$ cat config.mk
export PLATFORM = sky130hd
export DESIGN_NAME = ocl_top
export DESIGN_NICKNAME = d
export VERILOG_FILES = /design/src/hdl/ocl_pkg.sv /design/src/hdl/ocl_resp_if.sv /design/src/hdl/ocl_resp_seq.sv /design/src/hdl/ocl_top.sv
export VERILOG_INCLUDE_DIRS = /design/src /design/src/hdl
export SDC_FILE = /design/constraint.sdc
export NUM_CORES = 1
export LEC_CHECK = 0
export BUFFER_PORTS_ARGS = -buffer_cell sky130_fd_sc_hd__buf_2
export CORE_AREA = 2 2 256 258
export DETAILED_ROUTE_END_ITERATION = 8
export DIE_AREA = 0 0 258 260
export PLACE_DENSITY = 0.58
export SYNTH_ARGS = -nofsm -noshare
export SYNTH_HDL_FRONTEND = slang
export SYNTH_SLANG_ARGS = --single-unit
export TNS_END_PERCENT = 50
$ cat constraint.sdc
create_clock -name ref_clk -period 7.09 [get_ports ref_clk]
set_clock_uncertainty 0.15 [all_clocks]
set_input_delay 1.418 -clock ref_clk [delete_from_list [all_inputs] [get_ports ref_clk]]
set_output_delay 1.418 -clock ref_clk [all_outputs]
set_load 0.005 [all_outputs]
$ cat src/hdl/ocl_map.svh
// offsets, field positions, reset values and timing figures of the overcurrent block
`ifndef OCL_MAP_SVH
`define OCL_MAP_SVH
`define OCL_CMD_FAULT_LIM   8'h46
`define OCL_CMD_FAULT_ACT   8'h47
`define OCL_CMD_WARN_LIM    8'h4a
`define OCL_PHASE_ALL       8'hff
`define OCL_EXP_MSB         15
`define OCL_EXP_LSB         11
`define OCL_MAN_MSB         10
`define OCL_MAN_SIGN        10
`define OCL_EXP_QUARTER     5'h1e
`define OCL_FAULT_RST       16'hf080
`define OCL_WARN_RST        16'hf060
`define OCL_ACT_RST         8'hb8
`define OCL_ACT_MSB         7
`define OCL_ACT_LSB         6
`define OCL_RETRY_MSB       5
`define OCL_RETRY_LSB       3
`define OCL_DLY_MSB         2
`define OCL_DLY_LSB         0
`define OCL_Q_SHIFT         6
`define OCL_Q_SAT           16'hffff
`define OCL_MAX_PHASE_Q     16'd3968
`define OCL_GRID_SH         7
`define OCL_GRID_ROUND      16'd127
`define OCL_GRID_MIN        16'd4
`define OCL_GRID_TOP        16'd31
`define OCL_NVM_SH          4
`define OCL_NVM_ROUND       16'd8
`define OCL_NVM_MAX         16'd248
`define OCL_RETRY_NONE      3'h0
`define OCL_RETRY_FOREVER   3'h7
`define OCL_DLY_ONE_MAX     3'h1
`define OCL_DLY_THREE_MAX   3'h4
`define OCL_PWM_ONE         3'h1
`define OCL_PWM_THREE       3'h3
`define OCL_PWM_SEVEN       3'h7
`define OCL_TON_RISE_US     1000
`define OCL_CLK_MHZ         50
`endif

$ cat src/hdl/ocl_pkg.sv
// types shared by the overcurrent limit and response logic
package ocl_pkg;
    typedef enum logic [2:0] {
        st_run     = 3'h0,
        st_delay   = 3'h1,
        st_hiccup  = 3'h3,
        st_restart = 3'h2,
        st_latch   = 3'h6
    } ocl_state_type;
    typedef enum logic [1:0] {
        act_ignore0   = 2'h0,
        act_ignore1   = 2'h1,
        act_delayed   = 2'h2,
        act_immediate = 2'h3
    } ocl_act_type;
endpackage : ocl_pkg

$ cat src/hdl/ocl_resp_if.sv
// carrier between the command logic and the fault response sequencer
`timescale 1ns/1ps
interface ocl_resp_if;
    logic       fault_evt;
    logic       pwm_edge;
    logic [7:0] action_byte;
    logic       enable_cmd;
    logic       start_ok;
    logic       power_en;
    logic       latched;
    logic [2:0] retry_cnt;
    modport ctrl (output fault_evt, output pwm_edge, output action_byte, output enable_cmd, output start_ok,
                  input power_en, input latched, input retry_cnt);
    modport seq  (input fault_evt, input pwm_edge, input action_byte, input enable_cmd, input start_ok,
                  output power_en, output latched, output retry_cnt);
endinterface : ocl_resp_if

$ cat src/hdl/ocl_resp_seq.sv
// overcurrent fault response: delay, shutdown, hiccup and retry sequencing
`timescale 1ns/1ps
`include "ocl_map.svh"
module ocl_resp_seq
    import ocl_pkg::*;
#(
    parameter int HICCUP_UNIT = `OCL_TON_RISE_US * `OCL_CLK_MHZ
) (
    input  wire logic ref_clk,
    input  wire logic rst_sync_b,
    ocl_resp_if.seq   rif
);
    typedef struct packed {
        ocl_state_type state;
        logic [2:0]    dly_cnt;
        logic [23:0]   hic_cnt;
        logic [2:0]    tries;
    } ocl_seq_type;

    ocl_seq_type seq_ff;
    ocl_seq_type nxt_seq;

    function automatic logic [2:0] pwm_cycles(input logic [2:0] code);
        if (code <= `OCL_DLY_ONE_MAX) begin
            return `OCL_PWM_ONE;
        end else if (code <= `OCL_DLY_THREE_MAX) begin
            return `OCL_PWM_THREE;
        end
        return `OCL_PWM_SEVEN;
    endfunction : pwm_cycles

    logic [2:0]  retry;
    logic [2:0]  dcode;
    logic [2:0]  mult;
    ocl_act_type act;
    logic        go_off;

    always_comb begin
        retry   = rif.action_byte[`OCL_RETRY_MSB:`OCL_RETRY_LSB];
        dcode   = rif.action_byte[`OCL_DLY_MSB:`OCL_DLY_LSB];
        act     = ocl_act_type'(rif.action_byte[`OCL_ACT_MSB:`OCL_ACT_LSB]);
        mult    = (dcode <= `OCL_DLY_ONE_MAX) ? 3'h1 : dcode;
        go_off  = 1'b0;
        nxt_seq = seq_ff;
        case (seq_ff.state)
            st_run: begin
                if (rif.fault_evt) begin
                    case (act)
                        act_delayed: begin
                            nxt_seq.state   = st_delay;
                            nxt_seq.dly_cnt = pwm_cycles(dcode);
                        end
                        act_immediate: go_off = 1'b1;
                        default: go_off = 1'b0;
                    endcase
                end
            end
            st_delay: begin
                if (rif.pwm_edge) begin
                    if (seq_ff.dly_cnt == 3'h1) begin
                        go_off = 1'b1;
                    end else begin
                        nxt_seq.dly_cnt = seq_ff.dly_cnt - 3'h1;
                    end
                end
            end
            st_hiccup: begin
                if (seq_ff.hic_cnt == 24'h0) begin
                    nxt_seq.state = st_restart;
                    if (seq_ff.tries != 3'h7) begin
                        nxt_seq.tries = seq_ff.tries + 3'h1;
                    end
                end else begin
                    nxt_seq.hic_cnt = seq_ff.hic_cnt - 24'h1;
                end
            end
            st_restart: begin
                if (rif.fault_evt) begin
                    go_off = 1'b1;
                end else if (rif.start_ok) begin
                    nxt_seq.state = st_run;
                    nxt_seq.tries = 3'h0;
                end
            end
            default: nxt_seq.state = st_latch;
        endcase
        if (go_off) begin
            if (retry == `OCL_RETRY_NONE ||
                (retry != `OCL_RETRY_FOREVER && seq_ff.tries >= retry)) begin
                nxt_seq.state = st_latch;
            end else begin
                nxt_seq.state   = st_hiccup;
                nxt_seq.hic_cnt = 24'(HICCUP_UNIT * 32'(mult) - 1);
            end
        end
        if (!rif.enable_cmd) begin
            nxt_seq.state = st_run;
            nxt_seq.tries = 3'h0;
        end
    end

    always_ff @(posedge ref_clk or negedge rst_sync_b) begin
        if (!rst_sync_b) begin
            seq_ff <= '{state: st_run, dly_cnt: 3'h0, hic_cnt: 24'h0, tries: 3'h0};
        end else begin
            seq_ff <= nxt_seq;
        end
    end

    assign rif.power_en  = rif.enable_cmd && (seq_ff.state == st_run || seq_ff.state == st_delay ||
                                              seq_ff.state == st_restart);
    assign rif.latched   = (seq_ff.state == st_latch);
    assign rif.retry_cnt = seq_ff.tries;
endmodule : ocl_resp_seq

$ cat src/hdl/ocl_top.sv
// overcurrent fault and warning limit commands with fault response
// What this block does
// - limits are linear words, exponent resets minus two
// - stack limit is lowest phase limit times phases (code reads phase zero limit times phases)
// - hardware fault limit 8 A to 62 A, 2 A steps
// - between grid points use next higher value
// - below 8 A stored, comparator uses 8 A
// - restored values round to nearest quarter amp
// - all-phases write divides value by phase count
// - all-phases read returns phase zero times count
// - single phase access touches only that phase
// - unsupported values flag invalid data, alert host
// - fault sets overcurrent, current, fault bits, alert
// - action 00/01 ignore, 10 delayed, 11 immediate
// - retry 0 latch, 1-6 counted, 7 forever
// - delay code sets shutdown cycles and hiccup
// - each phase detects its own warning
// - warning sets other, current, warning bits, alert
// - warning limit up to 62 A times phases
// - fault limit 62 A per phase, times phases all
// - defaults load from nonvolatile store, updates immediate
// - limits are word commands, action a byte
`timescale 1ns/1ps
`include "ocl_map.svh"
module ocl_top
    import ocl_pkg::*;
#(
    parameter int NUM_PHASES  = 2,
    parameter int HICCUP_UNIT = `OCL_TON_RISE_US * `OCL_CLK_MHZ
) (
    input  wire logic                      ref_clk,
    input  wire logic                      rst_b,
    input  wire logic                      cmd_valid,
    input  wire logic                      cmd_write,
    input  wire logic                      cmd_word,
    input  wire logic [7:0]                cmd_code,
    input  wire logic [15:0]               cmd_wdata,
    input  wire logic [7:0]                phase_sel,
    output logic [15:0]                    cmd_rdata,
    output logic                           cmd_rvalid,
    output logic                           cmd_hit,
    input  wire logic                      nvm_load,
    input  wire logic [15:0]               nvm_fault_word,
    input  wire logic [15:0]               nvm_warn_word,
    input  wire logic [7:0]                nvm_action_byte,
    input  wire logic [NUM_PHASES-1:0]     oc_fault_cmp,
    input  wire logic [NUM_PHASES-1:0]     oc_warn_cmp,
    input  wire logic                      pwm_clk,
    input  wire logic                      enable_cmd,
    input  wire logic                      start_ok,
    input  wire logic                      clear_faults,
    output logic [NUM_PHASES*5-1:0]        fault_hw_code,
    output logic [NUM_PHASES*5-1:0]        warn_hw_code,
    output logic                           power_en,
    output logic                           latched,
    output logic                           status_byte_iout_oc,
    output logic                           status_byte_none_above,
    output logic                           status_word_iout,
    output logic                           status_iout_ocf,
    output logic [NUM_PHASES-1:0]          status_iout_ocw,
    output logic                           status_cml_data,
    output logic                           alert_o,
    output logic                           alert_oe_b
);
    localparam int PH = NUM_PHASES;

    typedef struct packed {
        logic [PH-1:0][15:0] fault_w;
        logic [PH-1:0][15:0] warn_w;
        logic [7:0]          action;
        logic [PH-1:0]       fcmp_s1;
        logic [PH-1:0]       fcmp_s2;
        logic [PH-1:0]       wcmp_s1;
        logic [PH-1:0]       wcmp_s2;
        logic                fault_prev;
        logic                pwm_s1;
        logic                pwm_s2;
        logic                pwm_s3;
        logic                sb_iout_oc;
        logic                sb_none;
        logic                sw_iout;
        logic                si_ocf;
        logic [PH-1:0]       si_ocw;
        logic                cml_data;
        logic [15:0]         rdata;
        logic                rvalid;
        logic                hit;
        logic [PH-1:0][4:0]  fault_hw;
        logic [PH-1:0][4:0]  warn_hw;
    } ocl_regs_type;

    ocl_regs_type regs_ff;
    ocl_regs_type nxt_regs;
    logic [1:0]   rst_pipe_ff;
    logic         rst_sync_b;
    ocl_resp_if   rif ();

    always_ff @(posedge ref_clk or negedge rst_b) begin
        if (!rst_b) begin
            rst_pipe_ff <= 2'h0;
        end else begin
            rst_pipe_ff <= {rst_pipe_ff[0], 1'b1};
        end
    end
    assign rst_sync_b = rst_pipe_ff[1];

    // linear word to amps in 1/64 A; bit 16 flags a negative value
    function automatic logic [16:0] lin_to_q(input logic [15:0] w);
        logic signed [6:0] sh;
        logic [31:0]       mag;
        sh  = 7'({{2{w[`OCL_EXP_MSB]}}, w[`OCL_EXP_MSB:`OCL_EXP_LSB]}) + 7'sd6;
        mag = 32'(w[`OCL_MAN_SIGN-1:0]);
        if (w[`OCL_MAN_SIGN]) begin
            return {1'b1, 16'h0};
        end
        if (sh > 7'sd15) begin
            mag = (mag == 32'h0) ? 32'h0 : 32'hffff_ffff;
        end else if (sh >= 7'sd0) begin
            mag = mag << sh;
        end else begin
            mag = mag >> (-sh);
        end
        if (mag > 32'(`OCL_Q_SAT)) begin
            return {1'b0, `OCL_Q_SAT};
        end
        return {1'b0, mag[15:0]};
    endfunction : lin_to_q

    // per phase amps onto the 2 A comparator grid
    function automatic logic [4:0] grid_code(input logic [15:0] q);
        logic [16:0] units;
        units = ({1'b0, q} + 17'(`OCL_GRID_ROUND)) >> `OCL_GRID_SH;
        if (units < 17'(`OCL_GRID_MIN)) begin
            return 5'h0;
        end else if (units > 17'(`OCL_GRID_TOP)) begin
            return 5'(`OCL_GRID_TOP - `OCL_GRID_MIN);
        end
        return 5'(units - 17'(`OCL_GRID_MIN));
    endfunction : grid_code

    // quarter amp word; round picks nearest, else rounds up
    function automatic logic [15:0] q_to_word(input logic [15:0] q, input logic nearest);
        logic [16:0] qa;
        qa = ({1'b0, q} + (nearest ? 17'(`OCL_NVM_ROUND) : 17'h0f)) >> `OCL_NVM_SH;
        if (qa > 17'(`OCL_NVM_MAX)) begin
            qa = 17'(`OCL_NVM_MAX);
        end
        return {`OCL_EXP_QUARTER, 11'(qa)};
    endfunction : q_to_word

    logic [16:0] wq;
    logic [15:0] ph_q;
    logic [15:0] lim_q;
    logic        all_sel;
    logic        ph_ok;
    logic        lim_cmd;
    logic        bad;
    logic [2:0]  ph_idx;
    logic [31:0] stack_q;
    logic        fault_any;
    logic        fault_evt;

    always_comb begin
        nxt_regs   = regs_ff;
        all_sel    = (phase_sel == `OCL_PHASE_ALL);
        ph_ok      = all_sel || (32'(phase_sel) < PH);
        ph_idx     = ph_ok && !all_sel ? 3'(phase_sel) : 3'h0;
        wq         = lin_to_q(cmd_wdata);
        lim_q      = all_sel ? 16'(32'(`OCL_MAX_PHASE_Q) * PH) : `OCL_MAX_PHASE_Q;
        ph_q       = all_sel ? 16'(32'(wq[15:0]) / PH) : wq[15:0];
        lim_cmd    = (cmd_code == `OCL_CMD_FAULT_LIM) || (cmd_code == `OCL_CMD_WARN_LIM);
        stack_q    = 32'h0;
        bad        = 1'b0;
        nxt_regs.rvalid = 1'b0;
        nxt_regs.hit    = 1'b0;

        // comparator and switching clock synchronisers
        nxt_regs.fcmp_s1 = oc_fault_cmp;
        nxt_regs.fcmp_s2 = regs_ff.fcmp_s1;
        nxt_regs.wcmp_s1 = oc_warn_cmp;
        nxt_regs.wcmp_s2 = regs_ff.wcmp_s1;
        nxt_regs.pwm_s1  = pwm_clk;
        nxt_regs.pwm_s2  = regs_ff.pwm_s1;
        nxt_regs.pwm_s3  = regs_ff.pwm_s2;

        if (cmd_valid && (lim_cmd || cmd_code == `OCL_CMD_FAULT_ACT)) begin
            nxt_regs.hit = 1'b1;
            if (cmd_word != lim_cmd) begin
                bad = 1'b1;
            end else if (cmd_write) begin
                if (lim_cmd && (!ph_ok || wq[16] || wq[15:0] > lim_q)) begin
                    bad = 1'b1;
                end else if (cmd_code == `OCL_CMD_FAULT_ACT) begin
                    nxt_regs.action = cmd_wdata[7:0];
                end else begin
                    for (int i = 0; i < PH; i++) begin
                        if (all_sel || ph_idx == 3'(i)) begin
                            if (cmd_code == `OCL_CMD_FAULT_LIM) begin
                                nxt_regs.fault_w[i] = all_sel ? q_to_word(ph_q, 1'b0) : cmd_wdata;
                            end else begin
                                nxt_regs.warn_w[i] = all_sel ? q_to_word(ph_q, 1'b0) : cmd_wdata;
                            end
                        end
                    end
                end
            end else if (!ph_ok && lim_cmd) begin
                bad = 1'b1;
            end else begin
                nxt_regs.rvalid = 1'b1;
                if (cmd_code == `OCL_CMD_FAULT_ACT) begin
                    nxt_regs.rdata = {8'h0, regs_ff.action};
                end else if (all_sel) begin
                    stack_q = 32'(lin_to_q(cmd_code == `OCL_CMD_FAULT_LIM ?
                                           regs_ff.fault_w[0] : regs_ff.warn_w[0]) & 17'h0ffff) * PH;
                    nxt_regs.rdata = {`OCL_EXP_QUARTER, 11'(stack_q >> `OCL_NVM_SH)};
                end else begin
                    nxt_regs.rdata = (cmd_code == `OCL_CMD_FAULT_LIM) ?
                                     regs_ff.fault_w[ph_idx] : regs_ff.warn_w[ph_idx];
                end
            end
        end

        if (nvm_load) begin
            for (int i = 0; i < PH; i++) begin
                nxt_regs.fault_w[i] = q_to_word(16'(lin_to_q(nvm_fault_word) & 17'h0ffff), 1'b1);
                nxt_regs.warn_w[i]  = q_to_word(16'(lin_to_q(nvm_warn_word) & 17'h0ffff), 1'b1);
            end
            nxt_regs.action = nvm_action_byte;
        end

        // comparator settings follow the stored words one clock later
        for (int i = 0; i < PH; i++) begin
            nxt_regs.fault_hw[i] = grid_code(16'(lin_to_q(regs_ff.fault_w[i]) & 17'h0ffff));
            nxt_regs.warn_hw[i]  = grid_code(16'(lin_to_q(regs_ff.warn_w[i]) & 17'h0ffff));
        end

        // stack trips on the first phase whose own limit is crossed
        fault_any           = |regs_ff.fcmp_s2;
        nxt_regs.fault_prev = fault_any;
        fault_evt           = fault_any && !regs_ff.fault_prev;

        if (clear_faults) begin
            nxt_regs.sb_iout_oc = 1'b0;
            nxt_regs.sb_none    = 1'b0;
            nxt_regs.sw_iout    = 1'b0;
            nxt_regs.si_ocf     = 1'b0;
            nxt_regs.si_ocw     = '0;
            nxt_regs.cml_data   = 1'b0;
        end
        // set wins over a clear in the same cycle
        if (fault_evt) begin
            nxt_regs.sb_iout_oc = 1'b1;
            nxt_regs.sw_iout    = 1'b1;
            nxt_regs.si_ocf     = 1'b1;
        end
        for (int i = 0; i < PH; i++) begin
            if (regs_ff.wcmp_s2[i]) begin
                nxt_regs.si_ocw[i] = 1'b1;
                nxt_regs.sb_none   = 1'b1;
                nxt_regs.sw_iout   = 1'b1;
            end
        end
        if (bad) begin
            nxt_regs.cml_data = 1'b1;
        end
    end

    always_ff @(posedge ref_clk or negedge rst_sync_b) begin
        if (!rst_sync_b) begin
            regs_ff         <= '0;
            regs_ff.fault_w <= {PH{`OCL_FAULT_RST}};
            regs_ff.warn_w  <= {PH{`OCL_WARN_RST}};
            regs_ff.action  <= `OCL_ACT_RST;
        end else begin
            regs_ff <= nxt_regs;
        end
    end

    assign rif.fault_evt   = fault_evt;
    assign rif.pwm_edge    = regs_ff.pwm_s2 && !regs_ff.pwm_s3;
    assign rif.action_byte = regs_ff.action;
    assign rif.enable_cmd  = enable_cmd;
    assign rif.start_ok    = start_ok;

    ocl_resp_seq #(
        .HICCUP_UNIT (HICCUP_UNIT)
    ) u_seq (
        .ref_clk    (ref_clk),
        .rst_sync_b (rst_sync_b),
        .rif        (rif.seq)
    );

    assign cmd_rdata              = regs_ff.rdata;
    assign cmd_rvalid             = regs_ff.rvalid;
    assign cmd_hit                = regs_ff.hit;
    assign fault_hw_code          = regs_ff.fault_hw;
    assign warn_hw_code           = regs_ff.warn_hw;
    assign power_en               = rif.power_en;
    assign latched                = rif.latched;
    assign status_byte_iout_oc    = regs_ff.sb_iout_oc;
    assign status_byte_none_above = regs_ff.sb_none;
    assign status_word_iout       = regs_ff.sw_iout;
    assign status_iout_ocf        = regs_ff.si_ocf;
    assign status_iout_ocw        = regs_ff.si_ocw;
    assign status_cml_data        = regs_ff.cml_data;
    // open-drain alert: pin pulled low while any flag stands
    assign alert_o                = 1'b0;
    assign alert_oe_b             = !(regs_ff.sb_iout_oc || regs_ff.sb_none || regs_ff.cml_data);
endmodule : ocl_top

==> reports/results.txt, run 1 <==
Post-CTS Setup Repair Bufs - 0
Async SR Flop Fraction - 1.00
wire length per cell - 19.9 um
required time of the critical path - 7250 ps
FMAX - 0.168 GHz
worst-path maximum fanout - 19
vias post-DR - 22936
TritonCTS Buffers - 17
Util after Layout - 0.369
total of max-cap violations - 0
area of the mapped netlist - 22200 sq um
Starting DRT DRC Count - 1990
Worst Path Arrival - 6110 ps
Buf/Inv on CP - 3
syn nets - 3095
first-pass GRT wire length - 118000 um
post-CTS sizing - 0
Area Overhead vs Synth - 6.34%
initial antenna violation count - 4
Syn Inst Count - 2955
Crit Path Category - input pin to flop
Chip Height - 260 um
vias per inst - 6.12
ANT nets after route - 0
fraction of layout cells with a size suffix above 1 - 0.137
Slew Viols, Final - 0
Worst VDD drop - 138 uV
Setup crit start kind - input pin
GRT Residual Overflow - 0
root buf cell - clkbuf_16
clock period minus worst slack - 5960 ps
Final Routed Wirelength - 74500 um
vias in the first global route - 21054
Post-Route Setup TNS - 0 ps
clk_lat worst skew - 450 ps
Final setup viols - 0
critical path's top delay family - compound AO/OA/AOI/OAI gates
Worst-Margin Slew - 1150 ps
PortBufs - 133
sequential area share after synthesis - 0.185
Die ar. - 67100 sq um
worst-path cell chain - buf_2, inv_1, ha_1, clkinv_1, a2111oi_2, a21oi_1, a2111o_1, nor4_1, o21bai_2, o32ai_4, a31o_2, and2_1, a2bb2oi_1, a31oi_1
boundary pin count - 135
Remaining DRCs - 0
H-tree depth - 4
Critical Path Max Stage Delay - 770 ps
CTS sink cnt - 163
core area - 64100 sq um
relative slew slack - 0.228
CP Capture Type - flop
most common flop cell mapped by yosys - dfrtp_1
Bufs on Longest Clock Path - 2
worst hold-check path type - flop to flop
Initial Utilization - 0.347
Mapped Avg Cell Area - 7.52 sq um
DR pass1 iterations - 6
Total GRT Usage - 0.215
Power Dens Cells - 196 nW/um^2
RSZ-0062 raised after global routing - no
CTS tree - done
CTS clk-pin slew, worst paths - 60 ps
number of nets in the layout - 3019
commonest non-fill, non-tap cell in the layout - nand2_1
Critical-path top delay cell - ha_1
die extent in x - 258 um
final hold vios - 0
leakage power - 0.00936 uW
Netlist cell types - 111
setup slack, reg-to-reg - 1490 ps
Final Cycle Share - 0.840
hold_buf cts - 0
RD Place Congestion - 0.961
leading cell types in the layout, fill and taps excluded - 274 x nand2_1, 241 x nor2_1, 208 x a21oi_1, 186 x o21ai_0, 171 x mux2i_1
Post-synth EDFFs - 0
largest net degree at the start of global routing - 65
Seq cells post-synth - 163
Final HPWL DP - 56900 um
site row count - 93
status - complete, no violations
yosys warns - 0
[cell families after synthesis]
logic type,after synthesis,synth area share
flip-flops,163,0.185
other,2,0.000338
XOR/XNOR,99,0.0400
AO/OA/AOI/OAI,979,0.299
AND/OR/NAND/NOR,1041,0.233
adder cells (fa/ha/maj),55,0.0308
multiplexers,254,0.139
buffers and inverters,362,0.0730
[per-layer routing]
layer,up-vias,track usage,part of all wire
li1,10977,-,-
met4,0,0.0723,0.027
met1,11001,0.290,0.44
met2,836,0.351,0.47
met5,-,0,0
met3,122,0.0317,0.061
[area by class of cell]
cell class	count	area (sq um)
multi-input cells	2430	16500
flip-flops and latches	163	4120
repair buffers	183	1040
fillers	6682	40500
inverters	84	315
diodes	3	7.51
clock inverters	12	128
clock buffers	20	457
well taps	855	1070
[registers in the layout (all words and copies together) (netlist names)]
register	flops
status_iout_ocw	2
regs_ff	70
status_byte_none_above	1
status_cml_data	1
u_seq.rif.retry_cnt	3
cmd_rvalid	1
cmd_hit	1
cmd_rdata	16
fault_hw_code	10
rif.action_byte	8
rst_pipe_ff	2
status_byte_iout_oc	1
status_word_iout	1
nxt_regs	6
warn_hw_code	10
u_seq.seq_ff	30
[metrics by stage]
step	hold WS [ps]	cells	power (uW)	instance area (sq um)	worst slack, ps
after floorplan	181	2955	3120	22200	1050
after global placement	183	3715	3670	23000	771
after detailed placement	186	3715	3670	23000	731
after CTS	201	3747	4630	23600	1210
after global routing	204	3750	4960	23600	789
final	200	3750	4630	23600	1130
[worst register-to-register path: stages, from the launching register on]
cell and delay (ps):
dfstp_2 800, inv_1 420, ha_1 470, nand2b_1 450
and2_1 460, nor4_1 550, a22oi_1 200, a32o_1 280
o211a_1 160, a21oi_1 240, nand3b_1 130, o21ai_0 140
nand2_1 140, xnor2_1 140, ha_1 320, or2_2 270
o221ai_1 180
[report_power, final]
group	total [uW]	switching (uW)	internal, uW
Combinational	2330	1370	961
Clock	936	400	536
Sequential	1360	258	1100
Total	4630	2030	2600
[synthesized netlist by cell type, types with 39 or more instances]
cell      instances  share of area
nand2_1         274          0.046
nor2_1          242          0.041
a21oi_1         208          0.047
o21ai_0         188          0.042
mux2i_1         171          0.077
clkbuf_1        169          0.029
dfrtp_1         137           0.15
nand3_1          94          0.021
a211oi_1         91          0.031
nor3_1           84          0.019
a31oi_1          76          0.021
inv_1            74          0.012
xnor2_1          58          0.023
nand2b_1         57          0.016
ha_1             54          0.030
buf_4            44          0.015
mux2_2           41          0.021
nor4_1           41          0.012
xor2_1           39          0.015
[worst paths after layout]
| kind | startpoint | endpoint | cells past startpoint |
|---|---|---|---|
| max reg2reg | regs_ff[77]$_DFFE_PN1P_ | warn_hw_code[3]$_DFF_PN0_ | 16 |
| min reg2reg | nxt_regs[49]$_DFF_PN0_ | regs_ff[49]$_DFF_PN0_ | 0 |
| max | cmd_wdata[13] | regs_ff[83]$_DFFE_PN0P_ | 14 |
| max in group asynchronous | rst_pipe_ff[1]$_DFF_PN0_ | cmd_rdata[11]$_DFFE_PN0P_ | 1 |
| min | nxt_regs[49]$_DFF_PN0_ | regs_ff[49]$_DFF_PN0_ | 0 |
| min in group asynchronous | rst_pipe_ff[1]$_DFF_PN0_ | warn_hw_code[7]$_DFF_PN0_ | 0 |
Note: power is estimated with default switching activity, not from simulation.
==> inputs of run 2 (changes only) <==
ABC_AREA = 1   (was unset)
CORE_AREA = 2 2 248 250   (was 2 2 256 258)
DIE_AREA = 0 0 250 252   (was 0 0 258 260)
clock period = 6 ns   (was 7.09 ns; I/O delays follow)
==> run 2 against run 1 <==
- count of clock-buffer cells in the layout is 3 lower
- core utilization up 0.44 points
- register-to-register slack worse by 610 ps
- cell area fell by 5.1%
- critical endpoint is now regs_ff[81]$_DFFE_PN0P_
- largest power group unchanged
- area after synthesis decreased by 6.2%
==> reports/results.txt, run 2 <==
site row count - 90 (was 93)
Simple-Gate Fraction of Synth Area - 0.421 (was 0.233)
CP Capture Type - flop (unchanged)
Largest register FFs - 70 (unchanged)
leading cell types in the layout, fill and taps excluded - 1259 x nand2_1, 397 x inv_1, 390 x o21ai_0, 329 x nand3_1, 281 x nor2_1 (was 274 x nand2_1, 241 x nor2_1, 208 x a21oi_1, 186 x o21ai_0, 171 x mux2i_1)
initial antenna violation count - 1 (was 4)
Worst VDD drop - 211 uV (was 138 uV)
core area - 60100 sq um (was 64100 sq um)
relative slew slack - 0.380 (was 0.228)
H-tree depth - 4 (unchanged)
TritonCTS Buffers - 17 (unchanged)
Area Overhead vs Synth - 7.60% (was 6.34%)
Chip Height - 252 um (was 260 um)
Gate power share - 0.584 (was 0.503)
synth top area cells - nand2_1 23%, dfrtp_1 16%, o21ai_0 9.4% (was dfrtp_1 15%, mux2i_1 7.7%, a21oi_1 4.7%)
yosys warns - 0 (unchanged)
worst hold-check path type - flop to flop (unchanged)
CTS sink cnt - 163 (unchanged)
area of the mapped netlist - 20800 sq um (was 22200 sq um)
top-count cell post-synth - nand2_1 (unchanged)
hold_buf cts - 0 (unchanged)
most common flop cell mapped by yosys - dfrtp_1 (unchanged)
Bufs on Longest Clock Path - 2 (unchanged)
Setup crit start kind - input pin (unchanged)
Slew Viols, Final - 0 (unchanged)
Post-CTS Setup Repair Bufs - 0 (unchanged)
ANT nets after route - 0 (unchanged)
clock period minus worst slack - 5290 ps
Mapped Avg Cell Area - 5.63 sq um (was 7.52 sq um)
Final HPWL DP - 52900 um (was 56900 um)
Post-Synth Adder-Cell Area - 0.0324 (was 0.0308)
Post-Synth XOR/XNOR Area - 0.0212 (was 0.0400)
Critical-path top delay cell - buf_2 (was ha_1)
sequential area share after synthesis - 0.197 (was 0.185)
top cells by count, synth - 1259 x nand2_1, 397 x inv_1, 390 x o21ai_0 (was 274 x nand2_1, 242 x nor2_1, 208 x a21oi_1)
CTS tree - done (unchanged)
Antenna diodes - 0 (was 3)
total of max-cap violations - 0 (unchanged)
Die ar. - 63000 sq um (was 67100 sq um)
compound-cell area share of the yosys netlist - 0.199 (was 0.299)
most frequent CP cell - nand2_1
vias post-DR - 23480 (was 22936)
GRT Residual Overflow - 0 (unchanged)
Post-Route Setup TNS - 0 ps (unchanged)
root buf cell - clkbuf_16 (unchanged)
post-synth top area share - 0.227 (was 0.154)
first-pass GRT wire length - 109000 um (was 118000 um)
Flop pwr share - 0.244 (was 0.294)
status - complete, no violations (unchanged)
vias per inst - 5.21 (was 6.12)
Syn Inst Count - 3701 (was 2955)
Power Dens Cells - 294 nW/um^2 (was 196 nW/um^2)
Worst Path Arrival - 5480 ps (was 6110 ps)
vias in the first global route - 21436 (was 21054)
CTS clk-pin slew, worst paths - 70 ps (was 60 ps)
Total GRT Usage - 0.207 (was 0.215)
boundary pin count - 135 (unchanged)
Async SR Flop Fraction - 1.00 (unchanged)
PortBufs - 133 (unchanged)
DR pass1 iterations - 6 (unchanged)
Worst-Margin Slew - 921 ps (was 1150 ps)
worst-path maximum fanout - 17 (was 19)
largest net degree at the start of global routing - 62 (was 65)
switch share - 0.520 (was 0.438)
mux cell area share after synthesis - 0.00432 (was 0.139)
Final setup viols - 0 (unchanged)
Initial Utilization - 0.347 (about the same)
Clk pwr share - 0.172 (was 0.202)
Crit Path Category - input pin to flop (unchanged)
final hold vios - 0 (unchanged)
number of nets in the layout - 3853 (was 3019)
Final Cycle Share - 0.881
leading area contributor after synthesis - nand2_1 (was dfrtp_1)
wire length per cell - 14.7 um (was 19.9 um)
Net Switching - 3420 uW (was 2030 uW)
FMAX - 0.189 GHz
Critical Path Max Stage Delay - 330 ps (was 770 ps)
Final Routed Wirelength - 66200 um (was 74500 um)
Post-synth EDFFs - 0 (unchanged)
clk_lat worst skew - 460 ps (was 450 ps)
Netlist cell types - 66 (was 111)
Cell Int Power - 3160 uW (was 2600 uW)
syn nets - 3841 (was 3095)
RSZ-0062 raised after global routing - no (unchanged)
Seq cells post-synth - 163 (unchanged)
RD Place Congestion - 0.949 (was 0.961)
fraction of layout cells with a size suffix above 1 - 0.0915 (was 0.137)
Starting DRT DRC Count - 1976 (was 1990)
die extent in x - 250 um (was 258 um)
hold slack - 200 ps (about the same)
largest family of logic cells by synthesized area - simple AND/OR/NAND/NOR gates (was compound AO/OA/AOI/OAI gates)
Remaining DRCs - 0 (unchanged)
commonest non-fill, non-tap cell in the layout - nand2_1 (unchanged)
leakage power - 0.0113 uW (was 0.00936 uW)
Biggest register - regs_ff (unchanged)
required time of the critical path - 6200 ps (was 7250 ps)
-- run 2: worst paths after layout --
path | endpoint | slack, ps | start | depth (start not counted)
setup / recovery | regs_ff[81]$_DFFE_PN0P_ | 710 | cmd_wdata[12] | 29
hold / removal | rst_pipe_ff[1]$_DFF_PN0_ | 200 | rst_pipe_ff[0]$_DFF_PN0_ | 0
setup reg to reg | warn_hw_code[6]$_DFF_PN0_ | 880 | regs_ff[93]$_DFFE_PN1P_ | 28
hold reg to reg | rst_pipe_ff[1]$_DFF_PN0_ | 200 | rst_pipe_ff[0]$_DFF_PN0_ | 0
max in group asynchronous | warn_hw_code[2]$_DFF_PN0_ | 4110 | rst_pipe_ff[1]$_DFF_PN0_ | 1
min in group asynchronous | u_seq.seq_ff[26]$_DFF_PN0_ | 270 | rst_pipe_ff[1]$_DFF_PN0_ | 0
-- run 2: final cells by class --
type,count,area (sq um)
clock buffers,17,425
clock inverters,15,183
multi-input cells,2925,14100
well taps,782,978
repair buffers,171,951
flip-flops and latches,163,4120
fillers,6848,37700
inverters,435,1630
-- run 2: cell families after synthesis --
kind of cell,after synthesis
AO/OA/AOI/OAI,746
XOR/XNOR,48
multiplexers,9
AND/OR/NAND/NOR,2066
other,2
adder cells (fa/ha/maj),54
flip-flops,163
buffers and inverters,613
-- run 2: timing repair --
item,4_1_cts,5_1_grt
setup endpoints to repair,0,4
resized for setup,0,1
hold endpoints to repair,0,0
-- run 2: stage by stage --
step	instances	util	setup WS [ps]	power, uW	cell area [sq um]
finish	4508	0.373	712	6590	22400
global route	4508	0.373	211	7280	22400
CTS	4508	0.373	731	6570	22400
detailed placement	4476	0.363	313	5400	21800
global placement	4476	0.363	354	5410	21800
floorplan	3701	-	1020	4560	20800
-- run 2: critical path: cells and delay by family --
kind	cells	cell delay, ps
AOI/OAI and AO/OA	2	420
adders and majority gates	2	540
buffers and inverters	5	980
and+or+nand+nor	20	2310
-- run 2: power groups by stage --
stage                     Sequential, uW  Combinational (uW)  Clock (uW)
final                               1610                3850        1140
after global routing                1640                4450        1200
after CTS                           1600                3800        1170
after detailed placement            1620                3790           0
after global placement              1620                3790           0
after floorplan                     1510                3050           0
-- run 2: routing by layer --
metal / track usage / part of all wire / vias to the layer above / routed length [um]
met4: 0.0601 / 0.023 / 2 / 1520
met5: 0 / 0.00021 / - / 14
met1: 0.296 / 0.49 / 10620 / 32500
met3: 0.0131 / 0.044 / 96 / 2950
met2: 0.334 / 0.44 / 675 / 29200
li1: - / - / 12087 / -
